$ cat src/core/e3r_pkg.sv
package e3r_pkg;
  // register byte offsets
  localparam logic [11:0] CTRL_OFF      = 12'h000;
  localparam logic [11:0] STATUS_OFF    = 12'h004;
  localparam logic [11:0] INT_STAT_OFF  = 12'h008;
  localparam logic [11:0] INT_MASK_OFF  = 12'h00C;
  // control fields
  localparam int CTRL_EQ_BYPASS_BIT = 0;
  localparam int CTRL_FORCE_ACQ_BIT = 1;
  // status fields
  localparam int ST_LOL_BIT     = 0;
  localparam int ST_LOS_BIT     = 1;
  localparam int ST_ALOS_BIT    = 2;
  localparam int ST_DLOS_BIT    = 3;
  localparam int ST_FBAD_BIT    = 4;
  localparam int ST_THR_LSB     = 8;
  // interrupt fields
  localparam int IRQ_LOL_BIT    = 0;
  localparam int IRQ_LOS_BIT    = 1;
  localparam int IRQ_ACQTO_BIT  = 2;
  localparam int IRQ_W          = 3;
  // reset values
  localparam logic [1:0]  CTRL_RST      = 2'h0;
  localparam logic [2:0]  INT_MASK_RST  = 3'h0;
  // alarm timing in recovered clock cycles
  localparam int MIN_ALARM_CYC  = 32;
  localparam int ZERO_RUN_BITS  = 160;
  localparam int DENS_WIN_BITS  = 32;
  localparam int DENS_MIN_ONES  = 8;
  localparam int PIPE_DEPTH     = 3;
  // frequency comparator: recovered edges per window of reference edges
  localparam int FREQ_WIN_EDGES = 1024;
  localparam int FREQ_TOL_PERMIL = 5;
  localparam int FREQ_TOL_EDGES = (FREQ_WIN_EDGES * FREQ_TOL_PERMIL) / 1000;
  // times and derived cycle counts at pclk
  localparam int CLK_PERIOD_PS  = 4000;
  localparam int PHASE_HIT_US   = 2000;
  localparam int POWER_UP_US    = 20000;
  localparam int PHASE_HIT_CYC  = (PHASE_HIT_US * 1000) / (CLK_PERIOD_PS / 1000);
  localparam int POWER_UP_CYC   = (POWER_UP_US * 1000) / (CLK_PERIOD_PS / 1000);
  // synchroniser input lanes
  localparam int SY_RCLK = 0;
  localparam int SY_REF  = 1;
  localparam int SY_POS  = 2;
  localparam int SY_NEG  = 3;
  localparam int SY_ALOS = 4;
  localparam int SY_P180 = 5;
  localparam int SY_ICT  = 6;
  localparam int SY_W    = 7;
endpackage

$ cat src/core/e3r_top.sv
`timescale 1ns/10ps
module e3r_top #(
  parameter int PHASE_HIT_CYC = e3r_pkg::PHASE_HIT_CYC,
  parameter int POWER_UP_CYC  = e3r_pkg::POWER_UP_CYC,
  parameter int ZERO_RUN_BITS = e3r_pkg::ZERO_RUN_BITS,
  parameter int FREQ_WIN      = e3r_pkg::FREQ_WIN_EDGES
) (
  input  wire logic        pclk,
  input  wire logic        presetn,
  input  wire logic        clk_en,
  input  wire logic        psel,
  input  wire logic        penable,
  input  wire logic        pwrite,
  input  wire logic [11:0] paddr,
  input  wire logic [31:0] pwdata,
  output logic [31:0]      prdata,
  output logic             pready,
  output logic             pslverr,
  output logic             irq,
  input  wire logic        recovered_clock_in,
  input  wire logic        reference_clock_in,
  input  wire logic        line_pos_pulse,
  input  wire logic        line_neg_pulse,
  input  wire logic        analog_loss_detect,
  input  wire logic        phase_inverted_detect,
  input  wire logic        incircuit_test_n,
  input  wire logic [1:0]  loss_threshold_select,
  output logic [1:0]       loss_threshold_level,
  output logic             equalizer_bypass,
  output logic             reacquire_force,
  output logic             recovered_clock_out,
  output logic             recovered_clock_oe,
  output logic             positive_rail_data,
  output logic             positive_rail_oe,
  output logic             negative_rail_data,
  output logic             negative_rail_oe,
  output logic             signal_loss_alarm,
  output logic             signal_loss_oe,
  output logic             lock_loss_alarm,
  output logic             lock_loss_oe
);

  logic [e3r_pkg::SY_W-1:0] sync1_q;
  logic [e3r_pkg::SY_W-1:0] sync2_q;
  logic [e3r_pkg::SY_W-1:0] prev_q;
  logic [1:0]  pipe_pos_q;
  logic [1:0]  pipe_neg_q;
  logic [7:0]  zero_run_q;
  logic [5:0]  win_cnt_q;
  logic [5:0]  ones_cnt_q;
  logic        dlos_q;
  logic [5:0]  los_hold_q;
  logic [5:0]  lol_hold_q;
  logic [11:0] ref_cnt_q;
  logic [11:0] rec_cnt_q;
  logic        freq_bad_q;
  logic        powered_q;
  logic [31:0] acq_tmr_q;
  logic        thr_taken_q;
  logic [1:0]  ctrl_q;
  logic [2:0]  int_stat_q;
  logic [2:0]  int_mask_q;
  logic        lol_prev_q;
  logic        los_prev_q;

  // edge detects read the second synchroniser stage and its delayed copy prev_q
  wire rclk_rise = sync2_q[e3r_pkg::SY_RCLK] & ~prev_q[e3r_pkg::SY_RCLK];
  wire ref_rise  = sync2_q[e3r_pkg::SY_REF]  & ~prev_q[e3r_pkg::SY_REF];
  wire bit_one   = sync2_q[e3r_pkg::SY_POS] | sync2_q[e3r_pkg::SY_NEG];
  wire alos      = sync2_q[e3r_pkg::SY_ALOS];
  wire phase180  = sync2_q[e3r_pkg::SY_P180];
  wire test_n    = sync2_q[e3r_pkg::SY_ICT];

  // apb decode
  wire        acc      = psel & penable & ~pready;
  wire        sel_ctrl = paddr == e3r_pkg::CTRL_OFF;
  wire        sel_stat = paddr == e3r_pkg::STATUS_OFF;
  wire        sel_ist  = paddr == e3r_pkg::INT_STAT_OFF;
  wire        sel_imsk = paddr == e3r_pkg::INT_MASK_OFF;
  wire        mapped   = sel_ctrl | sel_stat | sel_ist | sel_imsk;
  wire        wr_acc   = acc & pwrite & mapped;
  wire        rd_ist   = acc & ~pwrite & sel_ist;

  // alarm sources
  wire        dens_end  = win_cnt_q == 6'(e3r_pkg::DENS_WIN_BITS - 1);
  wire [5:0]  ones_next = ones_cnt_q + {5'h0, bit_one};
  wire        los_src   = alos | dlos_q;
  wire        lol_src   = freq_bad_q | phase180 | ~powered_q | ctrl_q[e3r_pkg::CTRL_FORCE_ACQ_BIT];
  wire        acq_to    = lock_loss_alarm & (acq_tmr_q == 32'(PHASE_HIT_CYC - 1));
  wire [11:0] freq_diff = (rec_cnt_q > 12'(FREQ_WIN)) ? rec_cnt_q - 12'(FREQ_WIN)
                                                      : 12'(FREQ_WIN) - rec_cnt_q;
  wire        freq_out  = freq_diff > 12'(e3r_pkg::FREQ_TOL_EDGES);
  wire [2:0]  int_evt   = {acq_to, los_src & ~los_prev_q, lol_src & ~lol_prev_q};

  wire [31:0] status_word = {16'h0000, 6'h00, loss_threshold_level, 3'h0,
                             freq_bad_q, dlos_q, alos, signal_loss_alarm, lock_loss_alarm};
  wire [31:0] rd_word = sel_ctrl ? 32'(ctrl_q) :
                        sel_stat ? status_word :
                        sel_ist  ? 32'(int_stat_q) :
                        sel_imsk ? 32'(int_mask_q) : 32'h0000_0000;

  // two-flop synchronisers for the seven link-side pin inputs; loss_threshold_select is sampled directly
  always_ff @(posedge pclk or negedge presetn) begin
    if (!presetn) begin
      sync1_q <= '0;
      sync2_q <= '0;
      prev_q  <= '0;
    end else if (clk_en) begin
      sync1_q <= {incircuit_test_n, phase_inverted_detect, analog_loss_detect,
                  line_neg_pulse, line_pos_pulse, reference_clock_in, recovered_clock_in};
      sync2_q <= sync1_q;
      prev_q  <= sync2_q;
    end
  end

  // three-stage retiming on recovered rising edges; recovery never stops for los
  always_ff @(posedge pclk or negedge presetn) begin
    if (!presetn) begin
      pipe_pos_q         <= '0;
      pipe_neg_q         <= '0;
      positive_rail_data <= 1'b0;
      negative_rail_data <= 1'b0;
    end else if (clk_en && rclk_rise) begin
      pipe_pos_q         <= {pipe_pos_q[0], sync2_q[e3r_pkg::SY_POS]};
      pipe_neg_q         <= {pipe_neg_q[0], sync2_q[e3r_pkg::SY_NEG]};
      // both pulses at once is treated as a zero
      positive_rail_data <= pipe_pos_q[1] & ~pipe_neg_q[1];
      negative_rail_data <= pipe_neg_q[1] & ~pipe_pos_q[1];
    end
  end

  // recovered clock mirror, aligned with the rail updates
  always_ff @(posedge pclk or negedge presetn) begin
    if (!presetn) begin
      recovered_clock_out <= 1'b0;
    end else if (clk_en) begin
      recovered_clock_out <= sync2_q[e3r_pkg::SY_RCLK];
    end
  end

  // digital ones-density detector, block windows of 32 bits
  always_ff @(posedge pclk or negedge presetn) begin
    if (!presetn) begin
      zero_run_q <= '0;
      win_cnt_q  <= '0;
      ones_cnt_q <= '0;
      dlos_q     <= 1'b0;
    end else if (clk_en && rclk_rise) begin
      if (!dlos_q) begin
        zero_run_q <= bit_one ? 8'h00 : zero_run_q + 8'h01;
        if (!bit_one && zero_run_q == 8'(ZERO_RUN_BITS - 1)) begin
          dlos_q     <= 1'b1;
          win_cnt_q  <= '0;
          ones_cnt_q <= '0;
        end
      end else begin
        win_cnt_q  <= dens_end ? 6'h00 : win_cnt_q + 6'h01;
        ones_cnt_q <= dens_end ? 6'h00 : ones_next;
        if (dens_end && ones_next >= 6'(e3r_pkg::DENS_MIN_ONES)) begin
          dlos_q     <= 1'b0;
          zero_run_q <= '0;
        end
      end
    end
  end

  // signal loss alarm with minimum width counted in recovered cycles
  always_ff @(posedge pclk or negedge presetn) begin
    if (!presetn) begin
      signal_loss_alarm <= 1'b0;
      los_hold_q        <= '0;
    end else if (clk_en) begin
      if (los_src && !signal_loss_alarm) begin
        signal_loss_alarm <= 1'b1;
        los_hold_q        <= '0;
      end else if (signal_loss_alarm && rclk_rise) begin
        if (los_hold_q != 6'(e3r_pkg::MIN_ALARM_CYC)) begin
          los_hold_q <= los_hold_q + 6'h01;
        end else if (!los_src) begin
          signal_loss_alarm <= 1'b0;
        end
      end
    end
  end

  // frequency comparator: recovered edges per window of reference edges
  always_ff @(posedge pclk or negedge presetn) begin
    if (!presetn) begin
      ref_cnt_q  <= '0;
      rec_cnt_q  <= '0;
      freq_bad_q <= 1'b0;
      powered_q  <= 1'b0;
    end else if (clk_en) begin
      if (ref_rise && ref_cnt_q == 12'(FREQ_WIN - 1)) begin
        ref_cnt_q  <= '0;
        rec_cnt_q  <= '0;
        freq_bad_q <= freq_out;
        powered_q  <= 1'b1; // first verdict ends the power-up alarm
      end else begin
        if (ref_rise) begin
          ref_cnt_q <= ref_cnt_q + 12'h001;
        end
        // saturate so a runaway clock still reads as out of range
        if (rclk_rise && rec_cnt_q != 12'hFFF) begin
          rec_cnt_q <= rec_cnt_q + 12'h001;
        end
      end
    end
  end

  // lock loss alarm: held until every lol_src cause clears and at least 32 cycles
  always_ff @(posedge pclk or negedge presetn) begin
    if (!presetn) begin
      lock_loss_alarm <= 1'b0;
      lol_hold_q      <= '0;
    end else if (clk_en) begin
      if (lol_src && !lock_loss_alarm) begin
        lock_loss_alarm <= 1'b1;
        lol_hold_q      <= '0;
      end else if (lock_loss_alarm && rclk_rise) begin
        if (lol_hold_q != 6'(e3r_pkg::MIN_ALARM_CYC)) begin
          lol_hold_q <= lol_hold_q + 6'h01;
        end else if (!lol_src) begin
          lock_loss_alarm <= 1'b0;
        end
      end
    end
  end

  // reacquisition drive and its watchdog; a stuck lock retries every 2 ms
  always_ff @(posedge pclk or negedge presetn) begin
    if (!presetn) begin
      reacquire_force <= 1'b0;
      acq_tmr_q       <= '0;
    end else if (clk_en) begin
      reacquire_force <= freq_bad_q | phase180 | acq_to;
      if (!lock_loss_alarm || acq_to) begin
        acq_tmr_q <= '0;
      end else begin
        acq_tmr_q <= acq_tmr_q + 32'h0000_0001;
      end
    end
  end

  // threshold strap caught once after reset release, then frozen
  always_ff @(posedge pclk or negedge presetn) begin
    if (!presetn) begin
      thr_taken_q          <= 1'b0;
      loss_threshold_level <= 2'h0;
    end else if (clk_en && !thr_taken_q) begin
      thr_taken_q          <= 1'b1;
      loss_threshold_level <= loss_threshold_select;
    end
  end

  // pin drivers float while the test pin is low
  always_ff @(posedge pclk or negedge presetn) begin
    if (!presetn) begin
      recovered_clock_oe <= 1'b0;
      positive_rail_oe   <= 1'b0;
      negative_rail_oe   <= 1'b0;
      signal_loss_oe     <= 1'b0;
      lock_loss_oe       <= 1'b0;
    end else if (clk_en) begin
      recovered_clock_oe <= test_n;
      positive_rail_oe   <= test_n;
      negative_rail_oe   <= test_n;
      signal_loss_oe     <= test_n;
      lock_loss_oe       <= test_n;
    end
  end

  // apb slave, one wait state; unmapped addresses answer with pslverr
  always_ff @(posedge pclk or negedge presetn) begin
    if (!presetn) begin
      pready     <= 1'b0;
      pslverr    <= 1'b0;
      prdata     <= 32'h0000_0000;
      ctrl_q     <= e3r_pkg::CTRL_RST;
      int_mask_q <= e3r_pkg::INT_MASK_RST;
    end else if (clk_en) begin
      pready  <= acc;
      pslverr <= acc & ~mapped;
      if (acc && !pwrite) begin
        prdata <= rd_word;
      end
      if (wr_acc && sel_ctrl) begin
        ctrl_q <= pwdata[1:0];
      end
      if (wr_acc && sel_imsk) begin
        int_mask_q <= pwdata[2:0];
      end
    end
  end

  // sticky events, cleared by reading; a new event wins over the clear
  always_ff @(posedge pclk or negedge presetn) begin
    if (!presetn) begin
      int_stat_q <= '0;
      lol_prev_q <= 1'b0;
      los_prev_q <= 1'b0;
      irq        <= 1'b0;
    end else if (clk_en) begin
      lol_prev_q <= lol_src;
      los_prev_q <= los_src;
      int_stat_q <= (rd_ist ? 3'h0 : int_stat_q) | int_evt;
      irq        <= |(int_stat_q & int_mask_q);
    end
  end

  assign equalizer_bypass = ctrl_q[e3r_pkg::CTRL_EQ_BYPASS_BIT];

endmodule

$ cat config.mk
export PLATFORM = sky130hd
export DESIGN_NAME = e3r_top
export DESIGN_NICKNAME = d
export VERILOG_FILES = /design/src/core/e3r_pkg.sv /design/src/core/e3r_top.sv
export SDC_FILE = /design/constraint.sdc
export NUM_CORES = 1
export LEC_CHECK = 0
export BUFFER_PORTS_ARGS = -buffer_cell sky130_fd_sc_hd__buf_2
export CORE_ASPECT_RATIO = 0.9
export CORE_MARGIN = 4
export CORE_UTILIZATION = 33
export DETAILED_ROUTE_END_ITERATION = 6
export HOLD_SLACK_MARGIN = 0.15
export PLACE_DENSITY = 0.58
export SYNTH_ARGS = -nofsm -noshare
export SYNTH_HDL_FRONTEND = slang
export SYNTH_SLANG_ARGS = --single-unit
$ cat constraint.sdc
create_clock -name pclk -period 2.4 [get_ports pclk]
set_input_delay 0.12 -clock pclk [delete_from_list [all_inputs] [get_ports pclk]]
set_output_delay 0.12 -clock pclk [all_outputs]
set_load 0.02 [all_outputs]
==> impl_metrics.csv, run 1 <==
group,metric,value,unit
hold_path,min_path_type,"input pin to flop",
power_and_ir_drop,powerDensity,797,mW/mm2
sta,setup_tns,0,ps
sta,worstMarginPinSlew,678,ps
clock_network,cts_root_buf,"clkbuf_16",
route,avgViaCountPerCell,4.75,
route,postRouteAntennaNets,0,
route,vias,5317,
route,firstDrtPassIters,4,
sta,timing.fmax,449,MHz
die,rows,50,
worst_setup_path,reg2reg_to,"zero_run_q[6]",
route,drc,0,
synth,yosysSeqAreaShare,48.7,%
place,dp_cells,1070,
clock_network,cts_inserted_buffers,17,
place,dp_hpwl,10.8,mm
power_and_ir_drop,ir_worst_vdd,0.397,mV
synth,synth_seq_cells,140,
grt,grt_pass1_wl,25.8,mm
worst_setup_path,r2r_cells,10,
synth,syn_inst,732,
worst_setup_path,startpoint,"sync2_q[3]",
die,core_area,0.0211,mm2
power_and_ir_drop,leakage,3.89,nW
sta,holdWs,161,ps
flow_run,max-cap-violations,0,
die,initial_core_util,34.1,%
cells_and_area,layout-drive-gt1-share,18.1,%
synth,avgSynthCellArea,9.82,um2
run_status,status,"finished clean",
cells_and_area,multiInputGateArea,0.00336,mm2
clock_network,cts_tree,"yes",
clock_network,clk_path_buf_depth,2,
place,port_buffers,53,
grt,grt_max_degree,72,
sta,drv_slew,0,
route,drt-initial-drc-count,273,
sta,slew_headroom,54.8,%
worst_setup_path,cp_max_fo,10,
cells_and_area,num-fill-cells,2082,
clock_network,htreeDepth,4,
synth,yosysWarnings,0,
cells_and_area,num_antenna_cells,0,
hold_path,hold_depth,3,
synth,synth_top_area_cell,"dfrtp_1",
synth,synth-async-reset-ratio,100,%
synth,yosysUniqueCellTypes,61,
sta,finalClockSkew,14.7,ps
die,die_h,148,um
grt,track_usage,13.2,%
grt,antenna_found_initial,0,
sta,setup_viol,0,
clock_network,clk_latency,420,ps
synth,synth_enable_flop_cells,0,
synth,synth.most_common_cell,"dfrtp_1",
clock_network,clock-sinks,140,
cells_and_area,final-seq-area,0.00350,mm2
worst_setup_path,worstSetupPathType,"flop to flop",
clock_network,post-cts-setup-buffers,0,
synth,ys_top_cells_by_count,"dfrtp_1 (140), nor2_1 (86), nand2_1 (70)",
route,wirelength,15.3,mm
synth,synth_area,0.00719,mm2
worst_setup_path,worst-endpoint-required,2720,ps
die,die_area,0.0242,mm2
synth,synth.top_cell.area_share,48.7,%
die,die_w,164,um
sta,hold_violations,0,
grt,grt_pass1_vias,5051,
worst_setup_path,critPathCaptureType,"flop",
hold_path,hp-start,"paddr[2]",
worst_setup_path,ff2ff_setup_slack,170,ps
grt,grt_overflow,0,
place,place.gp.congestion,0.813,
sta,fin_crit_sh,92.9,%
die,ios,108,
sta,rsz0062_at_grt,"false",
synth,synth_ff_type,"dfrtp_1",
hold_path,whs_endpoint,"prdata[2]",
sta,finalCriticalPeriod,2230,ps
route,wl_per_cell,13.7,um
synth,synthTopCellsByArea,"dfrtp_1 (49%), nor2_1 (4.5%), xnor2_1 (3.8%)",
worst_setup_path,crit_path_start_kind,"flop",
worst_setup_path,reg2reg_from,"sync2_q[3]",
clock_network,path_clk_slew,70,ps
cells_and_area,syn_to_final_growth,19.1,%
worst_setup_path,arrival,2550,ps
cells_and_area,fin_cells,1119,
cells_and_area,nets,895,
[repair_timing]
item	CTS	global route
gates resized for setup	0	0
hold buffers	17	0
hold endpoints to repair	89	0
[stage by stage]
stage          power [mW]  setup slack [ps]  utilization [%]  area (um2)
4_1_cts              6.92               165             40.6        8560
2_1_floorplan        3.99               143                -        7280
3_5_place_dp         4.39               181             37.2        7840
5_1_grt              7.27              19.9             40.6        8560
6_report             6.82               170             40.6        8560
3_3_place_gp         4.36               215             37.2        7840
[registers in the layout, summed over array words and instances (netlist names), 6 cells and up]
register / cells
sync2_q: 7
prdata: 7
lol_hold_q: 6
acq_tmr_q: 32
los_hold_q: 6
ones_cnt_q: 6
rec_cnt_q: 12
sync1_q: 7
win_cnt_q: 6
zero_run_q: 8
ref_cnt_q: 12
[worst max-delay path, stage by stage (launching register included)]
cell	delay (ps)
dfrtp_1	370
or2_2	330
ha_1	220
ha_1	240
a211o_1	300
nand2_1	60
a31oi_1	80
o211ai_1	160
buf_4	190
o21ai_0	100
o31ai_1	70
[report_power, final]
part | switching, mW | internal [mW]
logic | 0.696 | 0.568
registers | 0.374 | 2.72
clock network | 1.08 | 1.38
[cell usage in the layout, fill, tap and decap left out, drive strengths merged, types with 3 or more instances in the layout]
cell         count
xor2            25
nand2           70
o21ai           38
conb            25
mux2i            5
nor3b            3
buf             84
nor2            86
or3              6
a22o             7
dfrtp          140
and3            14
nor4b            4
a21oi           14
or2              5
clkbuf          20
clkinv           5
nor3            21
mux2            25
a21o             4
nand2b          13
dlygate4sd3     17
nand4           14
nor4            11
and4             6
xnor2           31
o31ai           14
or4              4
ha              16
a31oi            5
o211ai           4
inv             29
nand3           33
[cells by family after synthesis]
family	count (synthesis)	synth area share, %
buffers and inverters	80	5.81
DFF	140	48.7
xor gates and xnor gates	56	6.82
AOI/OAI and AO/OA	107	9.73
and+or+nand+nor	300	20.7
adders and majority gates	16	2.79
muxes	32	5.34
other	1	0.0522
[final cells by class]
class | count | share of cell area [%]
inverters | 24 | 1.05
multi-input cells | 536 | 39.2
flip-flops and latches | 140 | 40.9
clock inverters | 12 | 1.26
clock buffers | 20 | 5.22
well taps | 286 | 4.18
repair buffers | 101 | 8.17
[metal layers]
layer | part of all wire, % | up-vias | global-route usage [%]
met2 | 48 | 82 | 21.1
met4 | 0.47 | 0 | 3.27
met5 | 0 | - | 0
met1 | 48 | 2541 | 18.2
li1 | - | 2690 | -
met3 | 4.2 | 4 | 3.18
[how the worst max path moves through the flow]
stage               endpoint  slack, ps  cells after the start
6_report       zero_run_q[6]        170                     10
2_1_floorplan  zero_run_q[4]        140                      9
5_1_grt               dlos_q         20                     10
4_1_cts        zero_run_q[6]        160                     10
3_3_place_gp   zero_run_q[4]        220                     10
3_5_place_dp   zero_run_q[4]        180                     10
Note: power is estimated with default switching activity, not from simulation.
==> inputs of run 2 (changes only) <==
--- a/config.mk
+++ b/config.mk
@@ -5,13 +5,14 @@
 export SDC_FILE = /design/constraint.sdc
 export NUM_CORES = 1
 export LEC_CHECK = 0
+export ABC_AREA = 1
 export BUFFER_PORTS_ARGS = -buffer_cell sky130_fd_sc_hd__buf_2
 export CORE_ASPECT_RATIO = 0.9
 export CORE_MARGIN = 4
 export CORE_UTILIZATION = 33
 export DETAILED_ROUTE_END_ITERATION = 6
 export HOLD_SLACK_MARGIN = 0.15
-export PLACE_DENSITY = 0.58
+export PLACE_DENSITY = 0.57
 export SYNTH_ARGS = -nofsm -noshare
 export SYNTH_HDL_FRONTEND = slang
 export SYNTH_SLANG_ARGS = --single-unit
==> impl_metrics.csv, run 2 <==
group,metric,value,unit
route,drc,0,
sta,setup_viol,0,
worst_setup_path,cp.depth,12,
sta,slew_headroom,52.7,%
synth,synth_enable_flop_cells,0,
route,firstDrtPassIters,5,
sta,worstMarginPinSlew,709,ps
grt,grt_overflow,0,
clock_network,cts_hold_buf,21,
die,core_area,0.0235,mm2
sta,finalClockSkew,8.06,ps
cells_and_area,syn_to_final_growth,18.2,%
grt,antenna_found_initial,0,
synth,synth-async-reset-ratio,100,%
grt,grt_max_degree,76,
place,dp_hpwl,13.1,mm
worst_setup_path,crit_chain,"inv_1, ha_1, nand2_1, nor2_1, nand3_1, nand2_2, or2_1, nand3_1, nor2_1, nand4_1, nand2_1, inv_1",
synth,yosysUniqueCellTypes,54,
synth,syn_inst,1036,
synth,synth_seq_cells,140,
die,initial_core_util,33.7,%
worst_setup_path,cpPeakStageDelay,400,ps
worst_setup_path,arrival,2430,ps
synth,synthTopCellsByArea,"dfrtp_1 (44%), nand2_1 (11%), inv_1 (6.2%)",
flow_run,max-cap-violations,0,
sta,timing.fmax,471,MHz
power_and_ir_drop,power,8.34,mW
die,rows,53,
power_and_ir_drop,p_sw_share,33.3,%
worst_setup_path,r2r_cells,12,
cells_and_area,top_register,"acq_tmr_q",
worst_setup_path,critPathSlowestCell,"dfrtp_1",
clock_network,post-cts-setup-buffers,0,
place,place_ws,296,ps
sta,drv_slew,0,
worst_setup_path,path_delay_family,"simple AND/OR/NAND/NOR gates",
synth,synth.most_common_cell,"nand2_1",
cells_and_area,num_antenna_cells,0,
cells_and_area,final_common_cell,"nand2_1",
die,die_area,0.0265,mm2
grt,grt_pass1_vias,6464,
cells_and_area,reg.largest.list,"acq_tmr_q: 32 flops, rec_cnt_q: 12 flops, ref_cnt_q: 12 flops",
die,die_w,171,um
worst_setup_path,crit_path_start_kind,"flop",
cells_and_area,layout-drive-gt1-share,13.0,%
clock_network,cts_tree,"yes",
sta,hold_violations,0,
clock_network,cts-resized-gates,0,
synth,yosysSeqAreaShare,44.2,%
synth,avgSynthCellArea,7.64,um2
synth,synth_ff_type,"dfrtp_1",
synth,synth_area,0.00792,mm2
route,wl_per_cell,12.5,um
cells_and_area,fin_cells,1436,
grt,grt_use_met2,21.8,%
worst_setup_path,worst-path-buf-inv,2,
power_and_ir_drop,ir_worst_vdd,0.566,mV
worst_setup_path,worstSetupPathType,"flop to flop",
place,dp_cells,1384,
place,place.gp.congestion,0.821,
grt,grt_pass1_wl,30.6,mm
clock_network,cts_inserted_buffers,17,
sta,fin_crit_sh,88.5,%
clock_network,path_clk_slew,60,ps
hold_path,min_path_type,"input pin to flop",
grt,track_usage,13.8,%
power_and_ir_drop,powerDensity,890,mW/mm2
synth,ys_top_cells_by_count,"nand2_1 (222), dfrtp_1 (140), inv_1 (130)",
hold_path,hold_depth,2,
grt,use_met3,3.10,%
die,ios,108,
route,vias,6765,
die,die_h,155,um
cells_and_area,largest_reg_flops,32,
place,port_buffers,53,
power_and_ir_drop,p_int,5.56,mW
clock_network,htreeDepth,4,
clock_network,clk_latency,420,ps
power_and_ir_drop,comb_power_share,24.2,%
power_and_ir_drop,clkPwrFrac,35.8,%
sta,fin_ws,275,ps
synth,synth_top_area_cell,"dfrtp_1",
sta,setup_tns,0,ps
power_and_ir_drop,pwr-share-seq,40.0,%
sta,rsz0062_at_grt,"false",
power_and_ir_drop,p_switching,2.78,mW
grt,busiest_layer,"met2",
route,drt-initial-drc-count,427,
clock_network,cts_root_buf,"clkbuf_16",
run_status,status,"finished clean",
worst_setup_path,cp_max_fo,9,
clock_network,clock-sinks,140,
clock_network,clk_path_buf_depth,2,
synth,yosysWarnings,0,
route,postRouteAntennaNets,0,
grt,use_met1,19.4,%
cells_and_area,nets,1197,
power_and_ir_drop,leakage,4.47,nW
route,avgViaCountPerCell,4.71,
worst_setup_path,critPathCaptureType,"flop",
worst_setup_path,worst-endpoint-required,2710,ps
synth,synth.top_cell.area_share,44.2,%
cells_and_area,final_cell_mix,"nand2_1 (222), dfrtp_1 (140), inv_1 (130), nor2_1 (120), o21ai_0 (69)",
sta,finalCriticalPeriod,2120,ps
route,wirelength,18.0,mm
run 2: changes by cell type after synthesis, moves of 13 or more:
cell,before,now
nand2_1,70,222
inv_1,23,130
nor2_1,86,120
nand3_1,33,66
o21ai_0,37,69
xnor2_1,31,3
a21oi_1,14,41
mux2_2,23,1
nor3_1,21,38
nand4_1,14,29
clkbuf_1,20,6
nand2b_1,13,0
run 2: kinds of logic after synthesis:
group	after synthesis	synth area share [%]
simple gates	523	30.1
buf+inv	189	10.6
compound gates	149	10.4
flops	140	44.2
xor+xnor	17	1.88
fa+ha+maj	16	2.53
other cells	1	0.0473
mux	1	0.142
run 2: cell type report:
class                      instances  area, um2
clock buffer                      20        447
clock inverter                    11        216
fill                            2417      14100
inverter                         144        542
multi-input combinational        731       3660
sequential                       140       3500
tap                              302        378
timing repair buffer              88        612
run 2: stage by stage:
step / area [um2] / hold slack, ps / util [%]
2_1_floorplan: 8010 / -176 / -
4_1_cts: 9360 / 156 / 39.9
5_1_grt: 9360 / 175 / 39.9
3_5_place_dp: 8490 / 219 / 36.2
6_report: 9360 / 160 / 39.9
3_3_place_gp: 8490 / 217 / 36.2
run 2: path summary, 6_finish.rpt:
kind                               startpoint            endpoint  slack (ps)
worst max-delay path             rec_cnt_q[0]          freq_bad_q         280
worst min-delay path                   clk_en           prev_q[0]         160
worst max register to register   rec_cnt_q[0]          freq_bad_q         280
worst min register to register  pipe_pos_q[1]  negative_rail_data         450
max in group asynchronous             presetn        ref_cnt_q[4]        1410
min in group asynchronous             presetn       los_hold_q[0]         310
run 2: power groups by stage:
stage | Sequential, mW | Clock (mW) | Combinational [mW]
after global placement | 3.36 | 0 | 1.98
after CTS | 3.33 | 3.05 | 2.04
after detailed placement | 3.36 | 0 | 2.00
final | 3.33 | 2.98 | 2.02
after global routing | 3.42 | 3.14 | 2.37
after floorplan | 3.26 | 0 | 1.58
run 2: layer usage:
layer	wire [um]	up-vias
met3	690	19
li1	-	3497
met5	0	-
met1	9020	3134
met4	187	0
met2	8060	115
